--- config.mk ---
export PLATFORM = sky130hd
export DESIGN_NAME = vpic_controller
export DESIGN_NICKNAME = d
export VERILOG_FILES = /design/src/core/vpic_pkg.sv /design/src/core/vpic_prio_decoder.sv /design/src/core/vpic_nest_stack.sv /design/src/core/vpic_controller.sv
export SDC_FILE = /design/constraint.sdc
export NUM_CORES = 2
export LEC_CHECK = 0
export ABC_AREA = 1
export BUFFER_PORTS_ARGS = -buffer_cell sky130_fd_sc_hd__clkbuf_2
export CORE_AREA = 4 4 304 306
export CTS_BUF_LIST = sky130_fd_sc_hd__clkbuf_16
export CTS_CLUSTER_SIZE = 12
export DETAILED_ROUTE_END_ITERATION = 10
export DIE_AREA = 0 0 308 310
export PLACE_DENSITY = 0.71
export SLEW_MARGIN = 0
export SYNTH_ARGS = -nofsm -noshare
export SYNTH_HDL_FRONTEND = slang
export SYNTH_SLANG_ARGS = --single-unit
--- constraint.sdc ---
create_clock -name clk -period 41.2 [get_ports clk]
set_clock_uncertainty 0.05 [all_clocks]
set_input_delay 10.3 -clock clk [delete_from_list [all_inputs] [get_ports clk]]
set_output_delay 10.3 -clock clk [all_outputs]
set_load 0.02 [all_outputs]
--- src/core/vpic_pkg.sv ---
// vpic_pkg: shared constants and carrier types of the vectored priority irq controller.
// assumes one system clock; peripheral requests arrive from logic on that same clock.
package vpic_pkg;

    // channel and priority geometry
    localparam int NUM_CH      = 32;
    localparam int CH_W        = 5;
    localparam int PRIO_W      = 4;
    localparam int STACK_DEPTH = 15;
    localparam int EXT_LINES   = 16;
    localparam int NUM_FIQ     = 2;

    // fixed source routing
    localparam int EXT_CHAN      = 5;
    localparam int FIQ0_SRC_CHAN = 0;   // timer 0 global
    localparam int FIQ1_SRC_CHAN = 4;   // watchdog
    localparam logic [31:0] RESERVED_MASK = 32'h19C0_0000;

    // register byte offsets
    localparam logic [11:0] OFS_CTRL  = 12'h000;
    localparam logic [11:0] OFS_CICR  = 12'h004;
    localparam logic [11:0] OFS_CURRENT_PRIORITY_REGISTER  = 12'h008;
    localparam logic [11:0] OFS_VBASE = 12'h010;
    localparam logic [11:0] OFS_IVR   = 12'h018;
    localparam logic [11:0] OFS_FIQ   = 12'h01C;
    localparam logic [11:0] OFS_IER   = 12'h020;
    localparam logic [11:0] OFS_IPR   = 12'h040;
    localparam logic [11:0] OFS_SIR0  = 12'h060;
    localparam logic [11:0] OFS_SIR31 = 12'h0DC;

    // field positions
    localparam int CTRL_IRQ_EN  = 0;
    localparam int CTRL_FIQ_EN  = 1;
    localparam int FIQ_PEND_LSB = 2;
    localparam int SIR_ADDR_LSB = 16;

    // value of every control bit after reset
    localparam logic [31:0] ZERO_WORD = 32'h0000_0000;

    typedef enum logic [0:0] {
        FSM_READY = 1'b0,
        FSM_WAIT  = 1'b1
    } vpic_fsm_type;

    typedef struct packed {
        logic [CH_W-1:0]   chan;
        logic [PRIO_W-1:0] prio;
    } vpic_ctx_type;

    typedef struct packed {
        logic [15:0]       addr;
        logic [PRIO_W-1:0] prio;
    } vpic_sir_type;

    typedef struct packed {
        logic        psel;
        logic        penable;
        logic        pwrite;
        logic [11:0] paddr;
        logic [31:0] pwdata;
    } vpic_apb_req_type;

    typedef struct packed {
        vpic_fsm_type              fsm;
        logic                      irqEn;
        logic                      fiqEn;
        logic [15:0]               vbase;
        vpic_ctx_type              cur;
        logic [NUM_CH-1:0]         ier;
        logic [NUM_CH-1:0]         pending_bits_register;
        logic [NUM_FIQ-1:0]        fier;
        logic [NUM_FIQ-1:0]        fipr;
        logic                      ackFlag;
        vpic_ctx_type              ack;
        logic [31:0]               prdata;
        vpic_sir_type [NUM_CH-1:0] sir;
    } vpic_state_type;

endpackage

--- src/core/vpic_prio_decoder.sv ---
// vpic_prio_decoder: combinational winner search over pending channels.
// assumes req already carries only enabled, pending channels.
`timescale 1ns/1ps
`default_nettype none
module vpic_prio_decoder #(
    parameter int NUM_CH = 32
) (
    input  wire logic [NUM_CH-1:0]                    req,
    input  wire logic [NUM_CH-1:0][vpic_pkg::PRIO_W-1:0] level,
    output logic                                      found,
    output logic [$clog2(NUM_CH)-1:0]                 chan,
    output logic [vpic_pkg::PRIO_W-1:0]               prio
);
    localparam int CW = $clog2(NUM_CH);

    if (NUM_CH < 2 || NUM_CH > 32) begin : g_chk
        $error("vpic_prio_decoder: NUM_CH must lie in 2..32");
    end

    // upward scan with >= so a higher channel takes an equal level
    always_comb begin
        found = 1'b0;
        chan  = '0;
        prio  = '0;
        for (int i = 0; i < NUM_CH; i++) begin
            if (req[i] && (!found || level[i] >= prio)) begin
                found = 1'b1;
                chan  = CW'(i);
                prio  = level[i];
            end
        end
    end
endmodule
`default_nettype wire

--- src/core/vpic_nest_stack.sv ---
// vpic_nest_stack: lifo of saved channel and priority for nested service.
// assumes push and pop are single-cycle pulses; push wins if both arrive, pop if the stack is full.
`timescale 1ns/1ps
`default_nettype none
module vpic_nest_stack #(
    parameter int DEPTH = 15
) (
    input  wire logic                   clk,
    input  wire logic                   rstn,
    input  wire logic                   push,
    input  wire logic                   pop,
    input  wire vpic_pkg::vpic_ctx_type pushData,
    output vpic_pkg::vpic_ctx_type      top,
    output logic                        empty,
    output logic                        full
);
    localparam int SPW = $clog2(DEPTH + 1);

    if (DEPTH < 1 || DEPTH > 15) begin : g_chk
        $error("vpic_nest_stack: DEPTH must lie in 1..15");
    end

    typedef struct packed {
        logic [SPW-1:0]                           sp;
        vpic_pkg::vpic_ctx_type [DEPTH-1:0]       mem;
    } vpic_stack_state_type;

    vpic_stack_state_type stk_reg;
    vpic_stack_state_type stk_next;

    assign empty = (stk_reg.sp == '0);
    assign full  = (stk_reg.sp == SPW'(DEPTH));
    assign top   = empty ? '0 : stk_reg.mem[SPW'(stk_reg.sp - 1'b1)];

    // a full stack drops the push: priorities cap nesting at depth anyway
    always_comb begin
        stk_next = stk_reg;
        if (push && !full) begin
            stk_next.mem[stk_reg.sp] = pushData;
            stk_next.sp              = SPW'(stk_reg.sp + 1'b1);
        end else if (pop && !empty) begin
            stk_next.sp = SPW'(stk_reg.sp - 1'b1);
        end
    end

    // empty after reset
    always_ff @(posedge clk) begin
        if (!rstn) begin
            stk_reg <= '0;
        end else begin
            stk_reg <= stk_next;
        end
    end
endmodule
`default_nettype wire

--- src/core/vpic_controller.sv ---
// vpic_controller: vectored priority irq controller with apb register slave.
// assumes peripheral and external line requests are levels on clk; apb on clk.
// Operation
// - thirty-two maskable channels; all but the five reserved ones drive the irq request line
// - each irq channel has a programmable priority of sixteen levels
// - nesting stack holds up to fifteen saved contexts
// - two maskable fiq channels, no priority and no vector
// - winner's routine address appears in the vector register at 0x18
// - sixteen external lines are merged onto channel five
// - disabled channels never become pending nor arbitrate
// - irq raised only for a priority strictly above the current one
// - accepting an irq pushes the previous context onto the stack
// - accepting an irq loads the current priority with the winner's
// - fixed source per channel; channels 22,23,24,27,28 stay silent
// - fiq0 fed by timer 0 global, fiq1 by the watchdog
// - the two fiq sources still raise their ordinary irq channels
// - fiq pending bits are readable
// - irq path is decoder, two-state machine and stack
// - equal priority: higher channel number wins
// - vector read while waiting releases irq and starts the push
// - pending bits clear on written one, zero leaves them
// - clearing the served channel's pending bit pops the stack
`timescale 1ns/1ps
`default_nettype none
module vpic_controller #(
    parameter int STACK_DEPTH = vpic_pkg::STACK_DEPTH
) (
    input  wire logic                                clk,
    input  wire logic                                rstn,
    input  wire vpic_pkg::vpic_apb_req_type          apbReq,
    output logic [31:0]                              prdata,
    output logic                                     pready,
    output logic                                     pslverr,
    input  wire logic [vpic_pkg::NUM_CH-1:0]         periphReq,
    input  wire logic [vpic_pkg::EXT_LINES-1:0]      extLine,
    output logic                                     irqReq,
    output logic                                     fiqReq
);
    if (STACK_DEPTH != vpic_pkg::STACK_DEPTH) begin : g_chk
        $error("vpic_controller: stack depth must match fifteen priority levels");
    end

    vpic_pkg::vpic_state_type r_reg;
    vpic_pkg::vpic_state_type r_next;

    logic [vpic_pkg::NUM_CH-1:0]                      chanReq;
    logic [vpic_pkg::NUM_CH-1:0]                      arbReq;
    logic [vpic_pkg::NUM_CH-1:0][vpic_pkg::PRIO_W-1:0] levels;
    logic [vpic_pkg::NUM_FIQ-1:0]                     fiqSrc;
    logic                                             winFound;
    logic [vpic_pkg::CH_W-1:0]                        winChan;
    logic [vpic_pkg::PRIO_W-1:0]                      winPrio;
    logic                                             stackPush;
    logic                                             stackPop;
    vpic_pkg::vpic_ctx_type                           stackTop;
    logic                                             stackEmpty;
    logic                                             accessCyc;
    logic                                             wrAccess;
    logic                                             ivrAck;
    logic                                             iprWrite;
    logic [4:0]                                       sirIdx;

    // decodes a mapped word address; shared by error answer and write path
    function automatic logic isMapped(input logic [11:0] a);
        isMapped = (a[1:0] == 2'b00) &&
                   (a == vpic_pkg::OFS_CTRL  || a == vpic_pkg::OFS_CICR ||
                    a == vpic_pkg::OFS_CURRENT_PRIORITY_REGISTER  || a == vpic_pkg::OFS_VBASE ||
                    a == vpic_pkg::OFS_IVR   || a == vpic_pkg::OFS_FIQ ||
                    a == vpic_pkg::OFS_IER   || a == vpic_pkg::OFS_IPR ||
                    (a >= vpic_pkg::OFS_SIR0 && a <= vpic_pkg::OFS_SIR31));
    endfunction

    // source routing into channels
    always_comb begin
        chanReq = periphReq & ~vpic_pkg::RESERVED_MASK;
        chanReq[vpic_pkg::EXT_CHAN] = |extLine;
        fiqSrc = {periphReq[vpic_pkg::FIQ1_SRC_CHAN],
                  periphReq[vpic_pkg::FIQ0_SRC_CHAN]};
    end

    // only enabled pending channels enter arbitration
    assign arbReq = r_reg.pending_bits_register & r_reg.ier;

    // per-channel priority fields
    always_comb begin
        for (int i = 0; i < vpic_pkg::NUM_CH; i++) begin
            levels[i] = r_reg.sir[i].prio;
        end
    end

    // combinational winner search
    vpic_prio_decoder #(
        .NUM_CH (vpic_pkg::NUM_CH)
    ) u_decoder (
        .req    (arbReq),
        .level  (levels),
        .found  (winFound),
        .chan   (winChan),
        .prio   (winPrio)
    );

    // apb strobes
    assign accessCyc = apbReq.psel && apbReq.penable;
    assign wrAccess  = accessCyc && apbReq.pwrite && isMapped(apbReq.paddr);
    assign ivrAck    = accessCyc && !apbReq.pwrite && apbReq.paddr == vpic_pkg::OFS_IVR
                       && r_reg.fsm == vpic_pkg::FSM_WAIT;
    assign iprWrite  = wrAccess && apbReq.paddr == vpic_pkg::OFS_IPR;
    assign sirIdx    = 5'((apbReq.paddr - vpic_pkg::OFS_SIR0) >> 2);

    // push lands one cycle after the vector read; pop on served-bit clear
    assign stackPush = r_reg.ackFlag;
    assign stackPop  = iprWrite && apbReq.pwdata[r_reg.cur.chan] && !stackEmpty
                       && !r_reg.ackFlag;

    vpic_nest_stack #(
        .DEPTH    (STACK_DEPTH)
    ) u_stack (
        .clk      (clk),
        .rstn     (rstn),
        .push     (stackPush),
        .pop      (stackPop),
        .pushData (r_reg.cur),
        .top      (stackTop),
        .empty    (stackEmpty),
        .full     ()
    );

    // zero-wait slave; read data is captured in the setup cycle
    assign pready  = 1'b1;
    assign pslverr = accessCyc && !isMapped(apbReq.paddr);
    assign prdata  = r_reg.prdata;

    // request lines; the global enables only mask, the machine keeps running
    assign irqReq = r_reg.irqEn && r_reg.fsm == vpic_pkg::FSM_WAIT;
    assign fiqReq = r_reg.fiqEn && |(r_reg.fipr & r_reg.fier);

    // next-state of all controller state
    always_comb begin
        r_next = r_reg;

        // pending capture: set wins over a same-cycle clear
        r_next.pending_bits_register  = (r_reg.pending_bits_register & ~(iprWrite ? apbReq.pwdata : vpic_pkg::ZERO_WORD))
                      | (chanReq & r_reg.ier);
        r_next.fipr = r_reg.fipr | (fiqSrc & r_reg.fier);

        // register writes
        if (wrAccess) begin
            case (apbReq.paddr)
                vpic_pkg::OFS_CTRL: begin
                    r_next.irqEn = apbReq.pwdata[vpic_pkg::CTRL_IRQ_EN];
                    r_next.fiqEn = apbReq.pwdata[vpic_pkg::CTRL_FIQ_EN];
                end
                vpic_pkg::OFS_CURRENT_PRIORITY_REGISTER: begin
                    // may only be raised from the served channel's level
                    if (apbReq.pwdata[vpic_pkg::PRIO_W-1:0] >= r_reg.sir[r_reg.cur.chan].prio) begin
                        r_next.cur.prio = apbReq.pwdata[vpic_pkg::PRIO_W-1:0];
                    end
                end
                vpic_pkg::OFS_VBASE: begin
                    r_next.vbase = apbReq.pwdata[31:16];
                end
                vpic_pkg::OFS_FIQ: begin
                    r_next.fier = apbReq.pwdata[vpic_pkg::NUM_FIQ-1:0];
                    r_next.fipr = (r_reg.fipr
                                   & ~apbReq.pwdata[vpic_pkg::FIQ_PEND_LSB +: vpic_pkg::NUM_FIQ])
                                  | (fiqSrc & r_reg.fier);
                end
                vpic_pkg::OFS_IER: begin
                    r_next.ier = apbReq.pwdata;
                end
                default: begin
                    if (apbReq.paddr >= vpic_pkg::OFS_SIR0) begin
                        r_next.sir[sirIdx].addr = apbReq.pwdata[31:vpic_pkg::SIR_ADDR_LSB];
                        r_next.sir[sirIdx].prio = apbReq.pwdata[vpic_pkg::PRIO_W-1:0];
                    end
                end
            endcase
        end

        // pop restores the interrupted context
        if (stackPop) begin
            r_next.cur = stackTop;
        end

        // acknowledged context becomes current on the same edge that pushes the old one
        r_next.ackFlag = 1'b0;
        if (r_reg.ackFlag) begin
            r_next.cur = r_reg.ack;
        end

        // two-state request machine
        case (r_reg.fsm)
            vpic_pkg::FSM_READY: begin
                // held back while an ack is settling, else it would re-fire
                if (!r_reg.ackFlag && winFound && winPrio > r_reg.cur.prio) begin
                    r_next.fsm = vpic_pkg::FSM_WAIT;
                end
            end
            vpic_pkg::FSM_WAIT: begin
                if (ivrAck) begin
                    r_next.fsm      = vpic_pkg::FSM_READY;
                    r_next.ackFlag  = 1'b1;
                    r_next.ack.chan = winChan;
                    r_next.ack.prio = winPrio;
                end
            end
            default: begin
                r_next.fsm = vpic_pkg::FSM_READY;
            end
        endcase

        // read data captured in setup so it comes from a flip-flop
        if (apbReq.psel && !apbReq.penable && !apbReq.pwrite) begin
            case (apbReq.paddr)
                vpic_pkg::OFS_CTRL:  r_next.prdata = {30'h0000_0000, r_reg.fiqEn, r_reg.irqEn};
                vpic_pkg::OFS_CICR:  r_next.prdata = {27'h000_0000, r_reg.cur.chan};
                vpic_pkg::OFS_CURRENT_PRIORITY_REGISTER:  r_next.prdata = {28'h000_0000, r_reg.cur.prio};
                vpic_pkg::OFS_VBASE: r_next.prdata = {r_reg.vbase, 16'h0000};
                vpic_pkg::OFS_IVR:   r_next.prdata = {r_reg.vbase, r_reg.sir[winChan].addr};
                vpic_pkg::OFS_FIQ:   r_next.prdata = {28'h000_0000, r_reg.fipr, r_reg.fier};
                vpic_pkg::OFS_IER:   r_next.prdata = r_reg.ier;
                vpic_pkg::OFS_IPR:   r_next.prdata = r_reg.pending_bits_register;
                default: begin
                    if (isMapped(apbReq.paddr)) begin
                        r_next.prdata = {r_reg.sir[sirIdx].addr, 12'h000, r_reg.sir[sirIdx].prio};
                    end else begin
                        r_next.prdata = vpic_pkg::ZERO_WORD;
                    end
                end
            endcase
        end
    end

    // state register; all zero after reset, fsm ready, both lines low
    always_ff @(posedge clk) begin
        if (!rstn) begin
            r_reg <= '0;
        end else begin
            r_reg <= r_next;
        end
    end
endmodule
`default_nettype wire

==> results by stage <==
Status:
- The run finished, with violations left.
- The final reports fail on capacitance limit, slew limit.

Detailed routing:
- The detailed router finished its first iteration with 9,709 violations.
- The average vias per placed instance is between 6 and 7.
- The via count is between 50,000 and 60,000.
- The first detailed-routing pass took 7 iterations.
- Once detail routing completed, the nets flagged for antenna violations numbered 0.
- The wire length per cell is approximately 25 microns.
- For this block, the routed nets add up to around 200 mm of wire.
- For this run, design rule violations remaining after detail routing come to 0.

Place:
- The count of port buffers added during placement is roughly 130.
- Including well taps, the total number of placed cells is ~7,700.
- The congestion estimate from routability-driven global placement came to roughly 0.99.
- Once placement finished, the instance area stood at about 49,000 sq um.
- The total half-perimeter wirelength after legalization and detailed placement is roughly 110 mm.

Global route:
- Entering global routing, the biggest net connects 164 pins.
- The first-pass GRT wire length is approximately 280 mm.
- The overall routing resource usage is ~38%.
- After global routing the overflow that remains totals 0.
- The initial antenna violation count is 11.
- The number of global-route vias before repair is approximately 47,000.

Pwr:
- The leakage power is around 20 nW.
- IR analysis of the VDD net gives a maximum drop of between 0.03 and 0.04 mV.
- The power per standard cell area is roughly 35 nW/um^2.

Yosys:
- Counting every net in the synthesized netlist gives about 7,200.
- The register area share after synthesis is a little under two fifths.
- The proportion of synthesized flip-flops having asynchronous set or reset is 0%.
- In this run, synthesis inferred 0 flip-flops with an integrated enable.
- Synthesis instantiated 72 different standard cells from the library.
- The gate count of the mapped netlist is between 6,000 and 7,000.
- Synthesis inferred slightly above 900 register bits.
- The Yosys warning count is 0.
- The mapped netlist covers between 40,000 and 50,000 sq um.
- The top flip-flop cell by instance count after synthesis is sky130_fd_sc_hd__dfxtp_1.
- A synthesized cell averages 7.02 sq um.

CTS:
- TritonCTS built the clock tree.
- After clock tree synthesis, the clock-pin slew on the worst setup and hold paths is 0.06 ns.
- The clock net sink count is 917.
- The clock root buffer master is sky130_fd_sc_hd__clkbuf_16.
- In this run, CTS created clock tree buffers numbering 102.
- The longest clock path from root to sink contains 3 buffers.
- The clock insertion delay at the later pin of the skew report is around 0.70 ns.
- The CTS H-tree depth is 3.

Setup path:
- The worst endpoint required time is between 40 and 50 ns.
- The element type at the critical path start is a register.
- Along the worst path, the maximum fanout reaches 34.
- The cell family with the largest share of critical-path delay is simple AND/OR/NAND/NOR gates.
- STA puts the critical path data arrival time at between 30 and 40 ns.
- The critical path contains buffers and inverters numbering 29 combined.
- The cell with the biggest individual delay on the critical path is sky130_fd_sc_hd__dfxtp_2.
- The library cell appearing most often on the critical path is sky130_fd_sc_hd__nand2_1.
- The setup slack of the most critical reg-to-reg path is 3.48 ns.
- The worst stage delay on the critical path is 0.35 ns.
- The worst setup path is captured at a register.
- The worst setup path is of the reg2reg kind.

Die:
- The die covers ~95,000 sq um.
- The count of standard-cell rows is 110.
- After floorplanning, the core was sized to cover about 90,000 sq um.
- The floorplan step set the die height to 310 microns.
- The number of top-level pins is roughly 130.
- The starting utilization of the core area is a little over half.
- The die is about 300 microns wide.

Finish:
- The layout net count is approximately 6,900.
- From synthesis to final layout, the design area changed by 9.78%.
- The final instance area is 53,800 sq um.
- The end-of-flow core utilization is 60.1%.
- The flip-flop count of the largest register, all copies and words added is between 600 and 700.
- The antenna cell count is 0.
- The count of fill cells added during filler insertion is just over 8,000.
- The post-route netlist has 10.3% of its cells at a drive strength greater than 1.
- The number of non-filler instances in the completed layout is 7,972.

STA:
- The count of final hold-check violations came to 0.
- The worst slack on hold paths is roughly 0.40 ns.
- Based on the critical path, the design can be clocked at up to around 0.027 GHz.
- Setup violations remaining at the end of the flow were counted as 0.
- In this run the tightest slew margin relative to its limit is -3.26%.
- The post-route minimum period is around 38 ns.
- At the pin with the least slew margin, the transition time is around 1.5 ns.
- The number of pins exceeding their max-slew limit in the final report is 2.
- The post-route fraction of the period consumed by the critical path is between 90% and 100%.

Hold path:
- The type of the worst min-delay path is reg2reg.

Run:
- The tool flagged a number of max-cap violations equal to 1.
-- per-layer routing --
metal	track usage [%]	up-vias	part of all wire [%]
met2	55.2	3876	41
met3	9.34	831	15
met4	21.5	12	7.0
met1	50.7	24368	38
met5	0	-	0.041
li1	-	24060	-
-- Yosys cell counts (12+ instances only) --
cell type                  instances  area share (%)
sky130_fd_sc_hd__nand3_2          19            0.39
sky130_fd_sc_hd__o22ai_1         325             4.1
sky130_fd_sc_hd__ha_1            116             3.0
sky130_fd_sc_hd__a32o_1           16            0.33
sky130_fd_sc_hd__a21oi_1         973             9.9
sky130_fd_sc_hd__nor2_1          265             2.0
sky130_fd_sc_hd__o211ai_1         15            0.23
sky130_fd_sc_hd__nand2_4          19            0.44
sky130_fd_sc_hd__a211oi_1         31            0.47
sky130_fd_sc_hd__buf_6            40            0.92
sky130_fd_sc_hd__o21ai_0        1243              13
sky130_fd_sc_hd__o221ai_1         25            0.45
sky130_fd_sc_hd__nor4_1           15            0.19
sky130_fd_sc_hd__buf_2            53            0.54
sky130_fd_sc_hd__buf_1            12           0.092
sky130_fd_sc_hd__nand3_1         809             8.3
sky130_fd_sc_hd__a41oi_1          32            0.57
sky130_fd_sc_hd__nand2_1         887             6.8
sky130_fd_sc_hd__nand2_2          70            0.89
sky130_fd_sc_hd__nor3_1           15            0.15
sky130_fd_sc_hd__clkbuf_1        493             3.8
sky130_fd_sc_hd__nand4_1          15            0.19
sky130_fd_sc_hd__inv_1           361             2.8
sky130_fd_sc_hd__dfxtp_1         917              37
sky130_fd_sc_hd__a31oi_1          22            0.28
sky130_fd_sc_hd__buf_4            51            0.78
sky130_fd_sc_hd__a221oi_1         12            0.21
sky130_fd_sc_hd__clkinv_1         21            0.16
sky130_fd_sc_hd__inv_2            18            0.14
-- stage by stage --
stage	TNS, ns	power, mW	worst slack [ns]
2_1_floorplan	0	0.961	7.49
3_3_place_gp	0	1.00	1.15
3_5_place_dp	0	1.00	0.574
4_1_cts	0	1.86	0.378
5_1_grt	-2.86	1.91	-0.214
6_report	0	1.87	3.48
-- worst paths after layout --
check	from	end	cells past startpoint
max reg2reg	r_reg[718]$_SDFFE_PN0P_	prdata[4]$_SDFFE_PN0P_	304
min reg2reg	u_stack.stk_reg[51]$_SDFFE_PN0P_	u_stack.stk_reg[51]$_SDFFE_PN0P_	2
max	r_reg[718]$_SDFFE_PN0P_	prdata[4]$_SDFFE_PN0P_	304
min	u_stack.stk_reg[51]$_SDFFE_PN0P_	u_stack.stk_reg[51]$_SDFFE_PN0P_	2
-- power breakdown --
group	total [mW]	internal (mW)	switching [mW]
logic	0.101	0.0233	0.0780
registers	0.887	0.887	0.000139
clock network	0.880	0.495	0.385
total	1.87	1.41	0.463
-- tightest hold or removal path: stages, from the launching register on --
cell and delay (ns):
sky130_fd_sc_hd__dfxtp_1 0.29, sky130_fd_sc_hd__inv_1 0.05, sky130_fd_sc_hd__a21oi_1 0.05
-- cell type report --
type / count / area [sq um] / area share (%)
multi-input combinational: 5002 / 26800 / 49.9
sequential: 917 / 18400 / 34.1
clock buffer: 107 / 2680 / 4.97
timing repair buffer: 295 / 2440 / 4.54
inverter: 401 / 1560 / 2.90
tap: 1176 / 1470 / 2.73
clock inverter: 72 / 453 / 0.841
timing repair inverter: 2 / 17.5 / 0.0325
-- cell usage in the layout (no fill, tap or decap), drive strengths merged, types with 116 or more instances in the layout --
cell,instances
nand2,982
clkbuf,246
o22ai,325
inv,404
ha,116
dfxtp,917
buf,156
o21ai,1246
nor2,267
nand3,830
a21oi,974
-- logic make-up after synthesis --
kind of cell | count (synthesis) | synth area share, %
xor gates and xnor gates | 2 | 0.0357
and+or+nand+nor | 2130 | 19.7
adders and majority gates | 116 | 2.96
other | 1 | 0.00765
buffers and inverters | 1068 | 9.65
AOI/OAI and AO/OA | 2747 | 30.3
DFF | 917 | 37.4
-- repair_timing --
action	CTS	global route
buffers inserted	0	40
gates resized for setup	0	202
setup endpoints to repair	0	26
hold buffers	0	0
Power figures use the tool's default switching activity.
